### src/pcsu_defines.svh
`ifndef PCSU_DEFINES_SVH
`define PCSU_DEFINES_SVH

// ----------------------------------------
// Widths
// ----------------------------------------
`define PCSU_PC_W 12
`define PCSU_PAGE_W 10

// ----------------------------------------
// Register word indices (byte address = 4 * index)
// ----------------------------------------
`define PCSU_IDX_PC 4'h2
`define PCSU_IDX_STATUS 4'h3
`define PCSU_IDX_CFG 4'h4

// ----------------------------------------
// Reset values
// ----------------------------------------
`define PCSU_PC_RST 12'h000
`define PCSU_PS_RST 2'h0
`define PCSU_CFG_RST 1'b0

// ----------------------------------------
// Field positions
// ----------------------------------------
`define PCSU_ST_BUSY 0
`define PCSU_ST_PSLO 5
`define PCSU_ST_PSHI 6
`define PCSU_CFG_EXTRA 0
`define PCSU_CFG_FOUR 1

// ----------------------------------------
// Timing: oscillator clocks per instruction cycle
// ----------------------------------------
`define PCSU_CLKS_SHORT 4'h2
`define PCSU_CLKS_LONG 4'h4

// ----------------------------------------
// Bus responses
// ----------------------------------------
`define PCSU_RESP_OKAY 2'h0
`define PCSU_RESP_SLVERR 2'h2

`endif

### src/pcsu_pkg.sv
package pcsu_pkg;

   typedef enum logic [3:0] {
      PCSU_OP_SEQ = 4'h0,
      PCSU_OP_JUMP = 4'h1,
      PCSU_OP_CALL = 4'h2,
      PCSU_OP_RET = 4'h3,
      PCSU_OP_RETL = 4'h4,
      PCSU_OP_INTERRUPT_POP_BRANCH = 4'h5,
      PCSU_OP_ADD = 4'h6,
      PCSU_OP_LOAD = 4'h7,
      PCSU_OP_WRITE = 4'h8
   } pcsu_op_t;

   typedef enum logic [0:0] {
      PCSU_S_IDLE = 1'b0,
      PCSU_S_RUN = 1'b1
   } pcsu_state_t;

   typedef struct packed {
      pcsu_op_t op;
      logic [9:0] operand;
      logic [7:0] acc;
   } pcsu_instr_t;

endpackage

### src/pcsu_top.sv
// Notes on behaviour
// - Counter and every stack entry are 12 bits wide.
// - Addresses a 4K x 13 program memory split into 1024-word pages.
// - Every reset clears the whole counter to zero.
// - Jump loads the low 10 counter bits from the operand.
// - Call pushes the next address and loads the low 10 bits from the operand.
// - All three return kinds load the counter from the stack top and pop it.
// - Offset sum adds the accumulator to the next address; the carry stops at bit 9.
// - Low load copies the accumulator into bits 7..0, bits 9..8 kept.
// - Other counter writes also keep bits 9..8.
// - Jump, call and counter writes take bits 11..10 from the page selects.
// - Non-branching instructions take one instruction cycle of 2 or 4 clocks.
// - Counter-writing instructions take one or two cycles per the option bit.
//
// Implementation choice: register access over AXI4-Lite.
`timescale 1ns/1ps
`include "pcsu_defines.svh"

module pcsu_top #(
   parameter int STACK_DEPTH = 8,
   parameter int ADDR_W = 8
) (
   input wire logic CLK_IN,
   input wire logic RESET_N_IN,
   input wire pcsu_pkg::pcsu_instr_t INSTR_IN,
   input wire logic INSTR_VALID_IN,
   output logic INSTR_READY_OUT,
   output logic RETIRE_OUT,
   output logic [`PCSU_PC_W-1:0] FETCH_ADDR_OUT,
   input wire logic [ADDR_W-1:0] AXI_AWADDR_IN,
   input wire logic AXI_AWVALID_IN,
   output logic AXI_AWREADY_OUT,
   input wire logic [31:0] AXI_WDATA_IN,
   input wire logic [3:0] AXI_WSTRB_IN,
   input wire logic AXI_WVALID_IN,
   output logic AXI_WREADY_OUT,
   output logic [1:0] AXI_BRESP_OUT,
   output logic AXI_BVALID_OUT,
   input wire logic AXI_BREADY_IN,
   input wire logic [ADDR_W-1:0] AXI_ARADDR_IN,
   input wire logic AXI_ARVALID_IN,
   output logic AXI_ARREADY_OUT,
   output logic [31:0] AXI_RDATA_OUT,
   output logic [1:0] AXI_RRESP_OUT,
   output logic AXI_RVALID_OUT,
   input wire logic AXI_RREADY_IN
);
   import pcsu_pkg::*;

   localparam int SPW = $clog2(STACK_DEPTH);

   // ----------------------------------------
   // Decode helpers
   // ----------------------------------------
   function automatic logic is_pop(input pcsu_op_t op);
      return op == PCSU_OP_RET || op == PCSU_OP_RETL || op == PCSU_OP_INTERRUPT_POP_BRANCH;
   endfunction

   function automatic logic is_pcw(input pcsu_op_t op);
      return op != PCSU_OP_SEQ;
   endfunction

   // 0 none, 1 counter, 2 status, 3 config
   function automatic logic [1:0] reg_sel(input logic [ADDR_W-1:0] addr);
      logic [1:0] sel;
      sel = 2'h0;
      if (addr[1:0] == 2'h0 && addr[ADDR_W-1:6] == '0) begin
         if (addr[5:2] == `PCSU_IDX_PC) sel = 2'h1;
         if (addr[5:2] == `PCSU_IDX_STATUS) sel = 2'h2;
         if (addr[5:2] == `PCSU_IDX_CFG) sel = 2'h3;
      end
      return sel;
   endfunction

   // ----------------------------------------
   // State
   // ----------------------------------------
   logic [`PCSU_PC_W-1:0] pc_r;
   logic [`PCSU_PC_W-1:0] tgt_r;
   logic [`PCSU_PC_W-1:0] stk_r [STACK_DEPTH];
   logic [SPW-1:0] sp_r;
   logic [2:0] cnt_r;
   pcsu_state_t state_r;
   logic ready_r;
   logic retire_r;
   logic [1:0] ps_r;
   logic extra_r;
   logic four_r;

   // ----------------------------------------
   // Sequencing datapath
   // ----------------------------------------
   pcsu_op_t op_w;
   wire take_w = INSTR_VALID_IN && ready_r;
   wire finishing_w = state_r == PCSU_S_RUN && cnt_r == 3'h0;
   // A new instruction may be taken in the finishing cycle, so it must see
   // the target that is about to land rather than the stale counter.
   wire [`PCSU_PC_W-1:0] pc_eff_w = finishing_w ? tgt_r : pc_r;
   wire [`PCSU_PC_W-1:0] base_w = pc_eff_w + 12'h001;
   wire [`PCSU_PC_W-1:0] sum_w = base_w + {4'h0, INSTR_IN.acc};
   wire [SPW-1:0] sp_dec_w = sp_r - SPW'(1);
   wire [`PCSU_PC_W-1:0] top_w = stk_r[sp_dec_w];
   wire push_w = take_w && op_w == PCSU_OP_CALL;
   wire pop_w = take_w && is_pop(op_w);
   wire [`PCSU_PC_W-1:0] tgt_nxt;
   wire [3:0] clks_w;
   wire [3:0] total_w;
   wire [2:0] cnt_nxt;
   pcsu_state_t state_nxt;

   assign op_w = INSTR_IN.op;
   assign tgt_nxt =
      (op_w == PCSU_OP_JUMP || op_w == PCSU_OP_CALL) ?
         {ps_r, INSTR_IN.operand} :
      is_pop(op_w) ? top_w :
      (op_w == PCSU_OP_ADD) ? {ps_r, sum_w[9:0]} :
      (op_w == PCSU_OP_LOAD || op_w == PCSU_OP_WRITE) ?
         {ps_r, base_w[9:8], INSTR_IN.acc} :
      base_w;

   assign clks_w = four_r ? `PCSU_CLKS_LONG : `PCSU_CLKS_SHORT;
   assign total_w = (is_pcw(op_w) && extra_r) ? 4'(clks_w << 1) : clks_w;
   assign cnt_nxt = take_w ? 3'(total_w - 4'h1) :
                    (state_r == PCSU_S_RUN && cnt_r != 3'h0) ? 3'(cnt_r - 3'h1) : 3'h0;
   assign state_nxt = take_w ? PCSU_S_RUN : finishing_w ? PCSU_S_IDLE : state_r;

   always_ff @(posedge CLK_IN or negedge RESET_N_IN) begin
      if (!RESET_N_IN) begin
         state_r <= PCSU_S_IDLE;
         cnt_r <= 3'h0;
         ready_r <= 1'b1;
         retire_r <= 1'b0;
         tgt_r <= `PCSU_PC_RST;
      end else begin
         state_r <= state_nxt;
         cnt_r <= cnt_nxt;
         ready_r <= state_nxt == PCSU_S_IDLE || cnt_nxt == 3'h0;
         retire_r <= finishing_w;
         tgt_r <= take_w ? tgt_nxt : tgt_r;
      end
   end

   // ----------------------------------------
   // Hardware stack, circular on overflow and underflow
   // ----------------------------------------
   always_ff @(posedge CLK_IN or negedge RESET_N_IN) begin
      if (!RESET_N_IN) begin
         sp_r <= '0;
      end else if (push_w) begin
         sp_r <= SPW'(sp_r + SPW'(1));
      end else if (pop_w) begin
         sp_r <= sp_dec_w;
      end
   end

   genvar g;
   generate
      for (g = 0; g < STACK_DEPTH; g++) begin : g_stk
         always_ff @(posedge CLK_IN or negedge RESET_N_IN) begin
            if (!RESET_N_IN) begin
               stk_r[g] <= `PCSU_PC_RST;
            end else if (push_w && sp_r == SPW'(g)) begin
               stk_r[g] <= base_w;
            end
         end
      end
   endgenerate

   // ----------------------------------------
   // Register bus slave
   // ----------------------------------------
   logic aw_have_r;
   logic w_have_r;
   logic [ADDR_W-1:0] awaddr_r;
   logic [31:0] wdata_r;
   logic [3:0] wstrb_r;
   logic bvalid_r;
   logic [1:0] bresp_r;
   logic arready_r;
   logic rvalid_r;
   logic [31:0] rdata_r;
   logic [1:0] rresp_r;

   wire aw_take_w = AXI_AWVALID_IN && !aw_have_r;
   wire w_take_w = AXI_WVALID_IN && !w_have_r;
   // Held off for the finishing cycle so a bus write never races the engine.
   wire do_wr_w = aw_have_r && w_have_r && !bvalid_r && !finishing_w;
   wire [1:0] wsel_w = reg_sel(awaddr_r);
   wire [1:0] rsel_w = reg_sel(AXI_ARADDR_IN);
   wire ar_take_w = AXI_ARVALID_IN && arready_r;
   wire [31:0] rd_status_w = (32'(state_r == PCSU_S_RUN) << `PCSU_ST_BUSY) |
                             (32'(ps_r[0]) << `PCSU_ST_PSLO) |
                             (32'(ps_r[1]) << `PCSU_ST_PSHI);
   wire [31:0] rd_cfg_w = (32'(extra_r) << `PCSU_CFG_EXTRA) |
                          (32'(four_r) << `PCSU_CFG_FOUR);
   wire [31:0] rd_val_w = (rsel_w == 2'h1) ? {20'h00000, pc_r} :
                          (rsel_w == 2'h2) ? rd_status_w :
                          (rsel_w == 2'h3) ? rd_cfg_w : 32'h00000000;

   always_ff @(posedge CLK_IN or negedge RESET_N_IN) begin
      if (!RESET_N_IN) begin
         aw_have_r <= 1'b0;
         w_have_r <= 1'b0;
         awaddr_r <= '0;
         wdata_r <= 32'h00000000;
         wstrb_r <= 4'h0;
         bvalid_r <= 1'b0;
         bresp_r <= `PCSU_RESP_OKAY;
      end else begin
         if (aw_take_w) begin
            aw_have_r <= 1'b1;
            awaddr_r <= AXI_AWADDR_IN;
         end else if (do_wr_w) begin
            aw_have_r <= 1'b0;
         end
         if (w_take_w) begin
            w_have_r <= 1'b1;
            wdata_r <= AXI_WDATA_IN;
            wstrb_r <= AXI_WSTRB_IN;
         end else if (do_wr_w) begin
            w_have_r <= 1'b0;
         end
         if (do_wr_w) begin
            bvalid_r <= 1'b1;
            bresp_r <= (wsel_w == 2'h0) ? `PCSU_RESP_SLVERR : `PCSU_RESP_OKAY;
         end else if (AXI_BREADY_IN) begin
            bvalid_r <= 1'b0;
         end
      end
   end

   always_ff @(posedge CLK_IN or negedge RESET_N_IN) begin
      if (!RESET_N_IN) begin
         arready_r <= 1'b1;
         rvalid_r <= 1'b0;
         rdata_r <= 32'h00000000;
         rresp_r <= `PCSU_RESP_OKAY;
      end else if (ar_take_w) begin
         arready_r <= 1'b0;
         rvalid_r <= 1'b1;
         rdata_r <= rd_val_w;
         rresp_r <= (rsel_w == 2'h0) ? `PCSU_RESP_SLVERR : `PCSU_RESP_OKAY;
      end else if (rvalid_r && AXI_RREADY_IN) begin
         arready_r <= 1'b1;
         rvalid_r <= 1'b0;
      end
   end

   // ----------------------------------------
   // Software-visible registers
   // ----------------------------------------
   always_ff @(posedge CLK_IN or negedge RESET_N_IN) begin
      if (!RESET_N_IN) begin
         pc_r <= `PCSU_PC_RST;
         ps_r <= `PCSU_PS_RST;
         extra_r <= `PCSU_CFG_RST;
         four_r <= `PCSU_CFG_RST;
      end else if (finishing_w) begin
         pc_r <= tgt_r;
      end else if (do_wr_w) begin
         if (wsel_w == 2'h1 && wstrb_r[0]) pc_r[7:0] <= wdata_r[7:0];
         if (wsel_w == 2'h1 && wstrb_r[1]) pc_r[11:8] <= wdata_r[11:8];
         if (wsel_w == 2'h2 && wstrb_r[0]) begin
            ps_r <= {wdata_r[`PCSU_ST_PSHI], wdata_r[`PCSU_ST_PSLO]};
         end
         if (wsel_w == 2'h3 && wstrb_r[0]) begin
            extra_r <= wdata_r[`PCSU_CFG_EXTRA];
            four_r <= wdata_r[`PCSU_CFG_FOUR];
         end
      end
   end

   assign INSTR_READY_OUT = ready_r;
   assign RETIRE_OUT = retire_r;
   assign FETCH_ADDR_OUT = pc_r;
   assign AXI_AWREADY_OUT = !aw_have_r;
   assign AXI_WREADY_OUT = !w_have_r;
   assign AXI_BVALID_OUT = bvalid_r;
   assign AXI_BRESP_OUT = bresp_r;
   assign AXI_ARREADY_OUT = arready_r;
   assign AXI_RVALID_OUT = rvalid_r;
   assign AXI_RDATA_OUT = rdata_r;
   assign AXI_RRESP_OUT = rresp_r;
endmodule

### config.mk
export PLATFORM = sky130hd
export DESIGN_NAME = pcsu_top
export DESIGN_NICKNAME = d
export VERILOG_FILES = /design/src/pcsu_pkg.sv /design/src/pcsu_top.sv
export VERILOG_INCLUDE_DIRS = /design/src
export SDC_FILE = /design/constraint.sdc
export NUM_CORES = 1
export LEC_CHECK = 0
export ABC_AREA = 1
export ABC_CLOCK_PERIOD_IN_PS = 8400
export BUFFER_PORTS_ARGS = -buffer_cell sky130_fd_sc_hd__clkbuf_2
export CAP_MARGIN = 10
export CORE_ASPECT_RATIO = 0.8
export CORE_MARGIN = 3
export CORE_UTILIZATION = 50
export DETAILED_ROUTE_END_ITERATION = 10
export GPL_ROUTABILITY_DRIVEN = 0
export GPL_TIMING_DRIVEN = 0
export PLACE_DENSITY_LB_ADDON = 0.25
export SETUP_SLACK_MARGIN = 0.4
export SLEW_MARGIN = 20
export SYNTH_ARGS = -nofsm -noshare
export SYNTH_HDL_FRONTEND = slang
export SYNTH_SLANG_ARGS = --single-unit
### constraint.sdc
create_clock -name CLK_IN -period 8.4 [get_ports CLK_IN]
set_input_delay 0 -clock CLK_IN [delete_from_list [all_inputs] [get_ports CLK_IN]]
set_output_delay 0 -clock CLK_IN [all_outputs]
set_load 0.01 [all_outputs]
## After elaboration in Yosys (flattened, before gate mapping)

Index checks and enable logic that the tools add are counted.

| word-level totals | value |
|---|---|
| register bits after elaboration | 196 |

| cells by class | value |
|---|---|
| add/subtract/negate cells | 6 |
| order comparisons | 1 |
| equality and inequality tests | 27 |
| mux-type cells | 42 |
| bitwise logic cells | 6 |
| reduce and logical (&&, ||, !) cells | 59 |

Operators with widths:

| operator | number |
|---|---|
| 12-bit 2-to-1 mux | 10 |
| 12-bit binary-select mux with 3-bit select | 1 |
| 1-bit logical AND | 27 |
| 4-bit by 2-bit == test with 1-bit output (second input constant) | 6 |
| 4-bit by 3-bit == test with 1-bit output (second input constant) | 6 |
| 2-bit 2-to-1 mux | 9 |
| 3-bit 2-to-1 mux | 6 |
| 2-bit nonzero test | 8 |
| 1-bit 2-to-1 mux | 13 |
| 12-bit by 1-bit adder with 12-bit output (second input constant) | 1 |
| 3-bit == test (second input constant) | 4 |
| 2-bit zero test | 6 |
| 10-bit by 8-bit adder with 10-bit output | 1 |
| 3-bit zero test | 3 |
| 3-bit by 1-bit subtractor with 3-bit output (second input constant) | 3 |
| 2-bit == test (second input constant) | 4 |
| 8-bit 2-to-1 mux | 1 |
| 7-bit 2-to-1 mux | 1 |
| 6-bit by 7-bit OR with 7-bit output | 1 |
| 3-bit by 2-bit == test with 1-bit output (second input constant) | 2 |
| 1-bit by 6-bit OR with 6-bit output | 1 |
| 3-bit AND reduction | 2 |
| 1-bit logical OR | 5 |
| 2-bit by 1-bit == test with 1-bit output (second input constant) | 2 |
| 13 further kinds | 18 |

## Longest topological paths before layout

Gate-level depths: netlist (run 1).

| logic depth | value |
|---|---|
| word-level depth | 10 |
| gate-level depth with buffers | 30 |
| mapped depth without buffers | 29 |

## Worst setup path before layout (run 1)

Ideal clock, no wire load.

| timing | value |
|---|---|
| path type | flip-flop to flip-flop |
| start point | reg cnt_r[0] |
| end point | reg tgt_r[6] |
| setup time | 0.117 ns |
| arrival time | 3.248 ns |
| path slack | 5.035 ns |
| cell stages (with the launch flop) | 27 |
| buffers on the path | 1 |
| clock period less this slack | 3.365 ns |
| cells stage by stage | dfrtp_1 -> inv_1 -> ha_1 -> buf_4 -> nand3_4 -> nand2_1 -> inv_1 -> nor2_4 -> inv_1 -> ha_1 -> nand2_1 -> nor2_2 -> or2_1 -> nand2_1 -> inv_1 -> ha_1 -> nand2_1 -> inv_1 -> nand3_1 -> o21ai_0 -> xor2_1 -> o21ai_0 -> inv_1 -> nand2_1 -> nand2_1 -> nand2_1 -> nand2_1 |

| between the ends | value |
|---|---|
| word-level cells in the longest chain between the ends | 8 |
| elaborated cells on any way between the ends | 9 |

Ends and longest elaborated chain:

| what | line | RTL |
|---|---|---|
| from (decl) | pcsu_top.sv:82 | `logic [2:0] cnt_r;` |
| from (signal assigned) | pcsu_top.sv:136 | `cnt_r <= cnt_nxt;` |
| 3-bit zero test | pcsu_top.sv:95 | `wire finishing_w = state_r == PCSU_S_RUN && cnt_r == 3'h0;` |
| 1-bit logical AND | pcsu_top.sv:95 |  |
| 12-bit 2-to-1 mux | pcsu_top.sv:98 | `` wire [`PCSU_PC_W-1:0] pc_eff_w = finishing_w ? tgt_r : pc_r; `` |
| 12-bit by 1-bit adder with 12-bit output | pcsu_top.sv:99 | `` wire [`PCSU_PC_W-1:0] base_w = pc_eff_w + 12'h001; `` |
| net base_w[0] | pcsu_top.sv:99 |  |
| 10-bit by 8-bit adder with 10-bit output | pcsu_top.sv:100 | `` wire [`PCSU_PC_W-1:0] sum_w = base_w + {4'h0, INSTR_IN.acc}; `` |
| 12-bit 2-to-1 mux | pcsu_top.sv:116 | `(op_w == PCSU_OP_ADD) ? {ps_r, sum_w[9:0]} :` |
| 12-bit 2-to-1 mux | pcsu_top.sv:115 | `is_pop(op_w) ? top_w :` |
| 12-bit 2-to-1 mux | pcsu_top.sv:113 | `(op_w == PCSU_OP_JUMP \|\| op_w == PCSU_OP_CALL) ?` |
| to (signal assigned) | pcsu_top.sv:133 | `` tgt_r <= `PCSU_PC_RST; `` |
| to (signal assigned) | pcsu_top.sv:139 | `tgt_r <= take_w ? tgt_nxt : tgt_r;` |
| to (decl) | pcsu_top.sv:79 | `` logic [`PCSU_PC_W-1:0] tgt_r; `` |

The timed path passes the listed nets, and every way through them passes these cells.
A chain may end at the register's enable or synchronous reset.

## Worst setup path in the final report (run 1)

Ends and elaborated chain as after synthesis.

==> results of run 1 <==
## placed cells by master, fill, tap and decap left out, drive strengths merged, types with 4 or more instances in the layout
cell type / Yosys / routed
a21oi: 39 / 39
o221ai: 11 / 11
mux2: 20 / 20
o211ai: 15 / 15
clkbuf: 26 / 137
dfrtp: 172 / 172
nand4: 16 / 16
nor3: 8 / 8
nand3: 62 / 62
ha: 18 / 18
inv: 118 / 124
clkinv: 3 / 6
nor2: 86 / 86
nand2: 306 / 306
xor2: 5 / 5
o22ai: 6 / 6
or2: 4 / 4
conb: 1 / 22
buf: 38 / 40
o21ai: 168 / 168
dlygate4sd3: 0 / 39
## worst min path at each step
stage	end	slack [ns]	cells past startpoint
2_1_floorplan	AXI_BRESP_OUT[1]	-0.30	0
4_1_cts	AXI_RRESP_OUT[1]	0.005	5
5_1_grt	AXI_RDATA_OUT[1]	0.06	6
6_report	AXI_RRESP_OUT[1]	0.02	5
3_3_place_gp	AXI_BVALID_OUT	0.18	2
3_5_place_dp	stk_r[81]	0.0004	1
## cell usage after synthesis, drive strengths merged, types with 2 or more instances
cell | n | area share, %
a21oi | 39 | 2.1
o211ai | 15 | 1.2
xor2 | 5 | 0.68
o21bai | 3 | 0.24
nand4 | 16 | 1.1
clkinv | 3 | 0.18
inv | 118 | 4.8
o21a | 2 | 0.16
nor4 | 2 | 0.14
nand2 | 306 | 13
buf | 38 | 2.8
or2 | 4 | 0.27
o21ai | 168 | 9.2
clkbuf | 26 | 1.1
xnor2 | 3 | 0.37
o221ai | 11 | 1.0
dfstp | 2 | 0.57
nand3 | 62 | 3.5
dfrtp | 172 | 47
nor2 | 86 | 4.0
nor3 | 8 | 1.0
o31ai | 2 | 0.16
o22ai | 6 | 0.41
ha | 18 | 2.4
a31oi | 3 | 0.20
mux2 | 20 | 2.4
## metal layers
| metal | vias up | share of wire, % | global-route usage (%) | wire length, µm |
|---|---|---|---|---|
| met2 | 420 | 42 | 37.4 | 11100 |
| met1 | 4059 | 46 | 41.3 | 12200 |
| li1 | 4060 | - | - | - |
| met5 | - | 0 | 0 | 0 |
| met4 | 0 | 2.0 | 7.08 | 526 |
| met3 | 51 | 10 | 8.91 | 2790 |
## critical path, cell delays in order, from the launching register on
cell     delay, ns
dfrtp_1       0.38
inv_1         0.08
ha_1          0.15
buf_4         0.19
nand3_4       0.18
nand2_1       0.11
inv_1         0.08
nor2_4        0.30
inv_1         0.21
ha_1          0.32
nand2_1       0.13
nor2_2        0.06
or2_1         0.21
nand2_1       0.42
inv_1         0.10
ha_1          0.39
nand2_1       0.09
inv_1         0.09
nand3_1       0.06
o21ai_0       0.21
xor2_1        0.10
o21ai_0       0.17
inv_1         0.07
nand2_1       0.12
nand2_1       0.07
nand2_1       0.06
nand2_1       0.04
## through the flow
step | worst slack, ns | instances | cell area [µm²] | util [%] | power, mW
final | 3.87 | 1556 | 11100 | 62.5 | 3.76
after global routing | 3.57 | 1556 | 11100 | 62.5 | 4.01
after CTS | 4.02 | 1556 | 11100 | 62.5 | 3.72
after detailed placement | 4.08 | 1485 | 10100 | 57.1 | 2.92
after global placement | 4.11 | 1483 | 10100 | 56.7 | 2.88
after floorplan | 5.04 | 1166 | 9330 | - | 2.35
## where the power goes
| part | switching, mW | internal (mW) | leakage, nW | total [mW] |
|---|---|---|---|---|
| combinational | 1.19 | 0.576 | 3.14 | 1.77 |
| sequential | 0.147 | 1.07 | 2.20 | 1.22 |
| clock | 0.350 | 0.423 | 0.275 | 0.773 |
| total | 1.69 | 2.07 | 5.61 | 3.76 |
## logic make-up after synthesis
group / Yosys count
AO/OA/AOI/OAI: 253
XOR/XNOR: 8
adder cells (fa/ha/maj): 19
buffers and inverters: 185
flip-flops: 174
multiplexers: 20
other: 1
AND/OR/NAND/NOR: 485
## cell type report
type	count	area [µm²]	share of cell area [%]
well taps	225	282	2.54
plain buffers	64	358	3.22
clock inverters	13	129	1.16
inverters	121	462	4.16
flip-flops and latches	174	4360	39.2
multi-input cells	807	4160	37.4
clock buffers	19	443	3.99
repair buffers	133	915	8.24
## state kept, by name, indices dropped and copies added, names as in the netlist, 2 cells and up
| signal | flops |
|---|---|
| stk_r | 96 |
| AXI_RDATA_OUT | 12 |
| FETCH_ADDR_OUT | 12 |
| tgt_r | 12 |
| wdata_r | 12 |
| awaddr_r | 8 |
| cnt_r | 3 |
| sp_r | 3 |
| ps_r | 2 |
| wstrb_r | 2 |
==> qor.txt, run 1 <==
share of the yosys chip area belonging to registers = 47.1%
number of levels the H-tree was split into = 4
number of vias in the routed layout = 8590
pin slew with the least headroom to its limit = 0.738 ns
Register-to-Register Path Depth = 26
total I/O pin count = 137
Leak = 5.61 nW
Hold Fails Final Rpt = 0
data arrival time at the worst-slack endpoint = 4.86 ns
Hold WS = 0.0201 ns
residual DRC count = 0
Max Fanout on Critical Path = 10
number of DRC markers in iteration 0 = 917
count of antenna-violating nets left after detailed routing = 0
layout cells sized above 1 = 16.9%
Tot GR Track Use = 27.2%
number of buffer cells added on primary ports = 92
Post-Syn Area = 9250 µm²
cell count after synthesis = 1145
initial cell density of the core = 52.1%
worst flop-to-flop path startpoint = cnt_r[0]
Slew Limit Headroom = 50.5%
count of clock tree sinks = 174
post-synth cell types = 54
worst-case clock buffer depth = 2
final WL = 26.7 mm
Crit Path Category = reg2reg
area fraction in compound gates after synthesis = 15.1%
postcts setup bufs = 0
result of the run = completed
count of final max-slew check failures = 0
Reg clk slew, reported paths = 0.06 ns
number of buffers inserted during clock tree synthesis = 17
initial antenna violation count = 0
routed vias/inst = 5.52
Critical Path End Type = flop
clock tree from TritonCTS = built
worst hold-check path type = in2reg
post-synthesis to final-layout area growth = 20.0%
Setup TNS Final = 0 ns
worst IR drop on VDD = 0.145 mV
final routed wire length divided by cell count = 17.1 µm
number of setup violations in the final report = 0
overall die area = 20200 µm²
Hold Crit Start = AXI_ARADDR_IN[0]
final-stage net count = 1419
crit path launch type = flop
largest net degree at the start of global routing = 64
setup repair after global routing missed its margin = false
first-pass iteration count of the detailed router = 5
largest family of logic cells by synthesized area = simple AND/OR/NAND/NOR gates
number of enable flip-flop cells after synthesis = 0
count of antenna diodes in the layout = 0
xor and xnor area share after synthesis = 1.04%
launching element of the worst setup path = cnt_r[0]
portion of the clock cycle consumed by the worst path in the final layout = 53.9%
overall die height = 128 µm
buffer cell driving the clock tree root = clkbuf_16
minimum clock period = 4.53 ns
max_cap viols = 0
PostCTS Resize Cnt = 0
power per unit of standard cell area = 339 nW/µm²
number of synthesized register bits = 174
data required time of the critical path = 8.73 ns
total congestion overflow = 0
Post-synth top flop = dfrtp_1
simple-gate area share of the yosys netlist = 22.8%
Post-synth ARST share = 100%
number of fill cells in the layout = 1569
endpoint of the lowest-slack register-to-register path = tgt_r[6]
core region area = 17800 µm²
flop2flop setup slack = 3.87 ns
number of global-route vias before repair = 7958
placement row count = 43
mean instance size in the synthesized netlist = 8.08 µm²
end point of the critical path = tgt_r[6]
global-route wire length before repair = 42.4 mm
clock tree skew after final layout = 0.0111 ns
Adder-Cell Fraction of Synth Area = 2.65%
fraction of synthesized area in multiplexers = 2.43%
overall die width = 158 µm
detailed placement HPWL = 19.7 mm
later-pin clock latency in the skew report = 0.44 ns
Warnings, synthesis = 0
hold buffer count at CTS = 39
maximum operating frequency = 221 MHz
Note: power is estimated with default switching activity, not from simulation.
==> inputs of run 2 (changes only) <==
--- a/config.mk
+++ b/config.mk
@@ -6,8 +6,8 @@
 export SDC_FILE = /design/constraint.sdc
 export NUM_CORES = 1
 export LEC_CHECK = 0
-export ABC_AREA = 1
-export ABC_CLOCK_PERIOD_IN_PS = 8400
+export ABC_AREA = 0
+export ABC_CLOCK_PERIOD_IN_PS = 4200
 export BUFFER_PORTS_ARGS = -buffer_cell sky130_fd_sc_hd__clkbuf_2
 export CAP_MARGIN = 10
 export CORE_ASPECT_RATIO = 0.8
==> constraint.sdc (replaced) <==
create_clock -name CLK_IN -period 4.2 [get_ports CLK_IN]
set_input_delay 0 -clock CLK_IN [delete_from_list [all_inputs] [get_ports CLK_IN]]
set_output_delay 0 -clock CLK_IN [all_outputs]
set_load 0.01 [all_outputs]
==> run 2 against run 1 <==
Flip-flop and latch count unchanged. Register-to-register slack worse by 3.3 ns. Combinational power up 80%. Setup slack worse by 3.3 ns. Synthesized cell count down 30%. Sequential power is 120% higher. Core utilization is 1.2 points higher. Die area decreased by 0.70%. Power is 97% higher. Via count fell by 19%. Worst hold slack better by 0.013 ns. Critical path depth shrank 7. Largest cell class is now multi-input gates.
==> qor.txt, run 2 <==
result of the run = completed
portion of the clock cycle consumed by the worst path in the final layout = 86.7%
overall die height = 127 µm
top library cells by usage in the layout, fill and taps aside = dfrtp_1 (172), mux2_2 (100), clkbuf_2 (88)
Hold WS = 0.0328 ns
pin slew with the least headroom to its limit = 0.922 ns
leading area contributor after synthesis = dfrtp_1
total I/O pin count = 137
count of final max-slew check failures = 0
minimum clock period = 3.64 ns
overall die area = 20000 µm²
Critical Path End Type = flop
number of fill cells in the layout = 1424
worst IR drop on VDD = 0.339 mV
count of antenna diodes in the layout = 0
Warnings, synthesis = 0
largest net degree at the start of global routing = 75
power per unit of standard cell area = 660 nW/µm²
number of setup violations in the final report = 0
detailed placement HPWL = 16.7 mm
proportion of power drawn by flip-flops and latches = 35.6%
area fraction of the dominant cell type after synthesis = 46.9%
maximum operating frequency = 275 MHz
number of levels the H-tree was split into = 4
setup slack after placement = -0.582 ns
register with the most flip-flops = stk_r
setup repair after global routing missed its margin = false
layout cells sized above 1 = 33.3%
mean instance size in the synthesized netlist = 11.5 µm²
global-route wire length before repair = 37.4 mm
number of synthesized register bits = 174
final worst-path setup slack = 0.559 ns
initial cell density of the core = 52.1%
total congestion overflow = 0
Clk pwr share = 21.4%
Leak = 5.37 nW
clock tree from TritonCTS = built
internal power summed over all cells = 4.53 mW
placement row count = 43
clock tree skew after final layout = 0.0101 ns
number of buffers inserted during clock tree synthesis = 17
Post-synth top flop = dfrtp_1
leading cell types by count after synthesis = dfrtp_1 (172), mux2_2 (100), nand2_1 (80)
later-pin clock latency in the skew report = 0.43 ns
final-stage net count = 1078
Crit Path Category = reg2reg
number of enable flip-flop cells after synthesis = 0
max_cap viols = 0
Hold Fails Final Rpt = 0
number of vias in the routed layout = 6978
number of buffer cells added on primary ports = 88
final total power = 7.42 mW
Placement Cell Area = 10100 µm²
data arrival time at the worst-slack endpoint = 3.98 ns
final routed wire length divided by cell count = 19.5 µm
Tot GR Track Use = 24.4%
initial antenna violation count = 1
count of clock tree sinks = 174
core region area = 17600 µm²
Post-Syn Area = 9190 µm²
worst-case clock buffer depth = 2
final WL = 23.7 mm
post-route cell area = 11200 µm²
data required time of the critical path = 4.54 ns
post-synthesis to final-layout area growth = 22.4%
net switching component of the power = 2.89 mW
share of the yosys chip area belonging to registers = 47.4%
count of antenna-violating nets left after detailed routing = 0
max reg flops = 96
worst hold-check path type = in2reg
number of global-route vias before repair = 6800
most used standard cell by instance count after synthesis = dfrtp_1
crit path launch type = flop
Post-synth ARST share = 100%
residual DRC count = 0
first-pass iteration count of the detailed router = 6
cell count after synthesis = 796
number of DRC markers in iteration 0 = 591
Reg clk slew, reported paths = 0.07 ns
cell types with the largest area share after synthesis = dfrtp_1 (47%), mux2_2 (12%), mux4_2 (4.7%)
fraction of power consumed by combinational cells = 43.0%
Max Fanout on Critical Path = 10
routed vias/inst = 5.74
most common cell after layout, fill and taps aside = dfrtp_1
post-synth cell types = 72
final design utilization = 63.7%
buffer cell driving the clock tree root = clkbuf_16
fraction of power spent switching nets = 39.0%
overall die width = 158 µm
Slew Limit Headroom = 36.8%
[run 2: what timing repair did]
item / in CTS / in global routing
pin swaps: 2 / 1
hold buffers: 43 / 0
resized for setup: 14 / 11
buffers inserted: 2 / 6
setup endpoints to repair: 8 / 6
hold endpoints to repair: 136 / 0
[run 2: cells by family after synthesis]
| group | after synthesis | share of synthesized area [%] |
|---|---|---|
| flip-flops | 174 | 47.4 |
| multiplexers | 153 | 21.7 |
| AND/OR/NAND/NOR | 196 | 10.5 |
| XOR/XNOR | 27 | 2.57 |
| buffers and inverters | 80 | 4.79 |
| other | 1 | 0.0408 |
| adder cells (fa/ha/maj) | 19 | 2.67 |
| AO/OA/AOI/OAI | 146 | 10.3 |
[run 2: layout make-up]
type                            count  area (µm²)  area share [%]
Sequential cell                   174        4360            38.7
Clock buffer                       23         478            4.25
Tap cell                          225         282            2.50
Multi-Input combinational cell    563        4540            40.4
Timing Repair Buffer              141         995            8.85
Buffer                             61         398            3.54
Inverter                           19        82.6           0.734
Clock inverter                      9         111           0.990
[run 2: final timing paths]
check	from	end	slack, ns	cells after the start
worst max-delay path	cnt_r[1]	tgt_r[9]	0.56	19
worst min-delay path	INSTR_IN[0]	tgt_r[0]	0.03	5
worst max register to register	cnt_r[1]	tgt_r[9]	0.56	19
worst min register to register	stk_r[37]	stk_r[37]	0.48	2
max in group asynchronous	RESET_N_IN	stk_r[53]	3.11	4
min in group asynchronous	RESET_N_IN	aw_have_r	0.05	2
[run 2: power by group through the flow]
| stage | Clock, mW | Combinational, mW | Sequential [mW] |
|---|---|---|---|
| after floorplan | 0 | 2.09 | 2.51 |
| after global placement | 0 | 2.81 | 2.63 |
| after detailed placement | 0 | 2.88 | 2.65 |
| after CTS | 1.61 | 3.06 | 2.62 |
| after global routing | 1.68 | 3.47 | 2.69 |
| final | 1.59 | 3.19 | 2.64 |
[run 2: worst max-delay path: stages (launching register included)]
cell and delay (ns):
dfrtp_1 0.36, inv_1 0.12, ha_4 0.17, nand3b_4 0.13, inv_8 0.11, clkbuf_8 0.17, nand2_1 0.09, nand2_2 0.11
buf_8 0.15, ha_4 0.20, and4_4 0.25, nand2_1 0.09, xor2_2 0.17, mux2i_4 0.17, ha_1 0.27, or2_2 0.31
a21oi_1 0.14, nor2_1 0.07, a311o_1 0.38, o211ai_1 0.08
[run 2: through the flow]
step / cells / setup TNS, ns
2_1_floorplan: 817 / 0
3_3_place_gp: 1130 / -8.56
3_5_place_dp: 1132 / -2.69
4_1_cts: 1209 / 0
5_1_grt: 1215 / 0
6_report: 1215 / 0
[run 2: metal layers]
| layer | GRT usage [%] | vias to the layer above | part of all wire (%) |
|---|---|---|---|
| li1 | - | 3216 | - |
| met1 | 36.4 | 3475 | 46 |
| met2 | 36.7 | 258 | 46 |
| met3 | 5.79 | 27 | 7.3 |
| met4 | 5.31 | 2 | 1.4 |
| met5 | 0 | - | 0.055 |
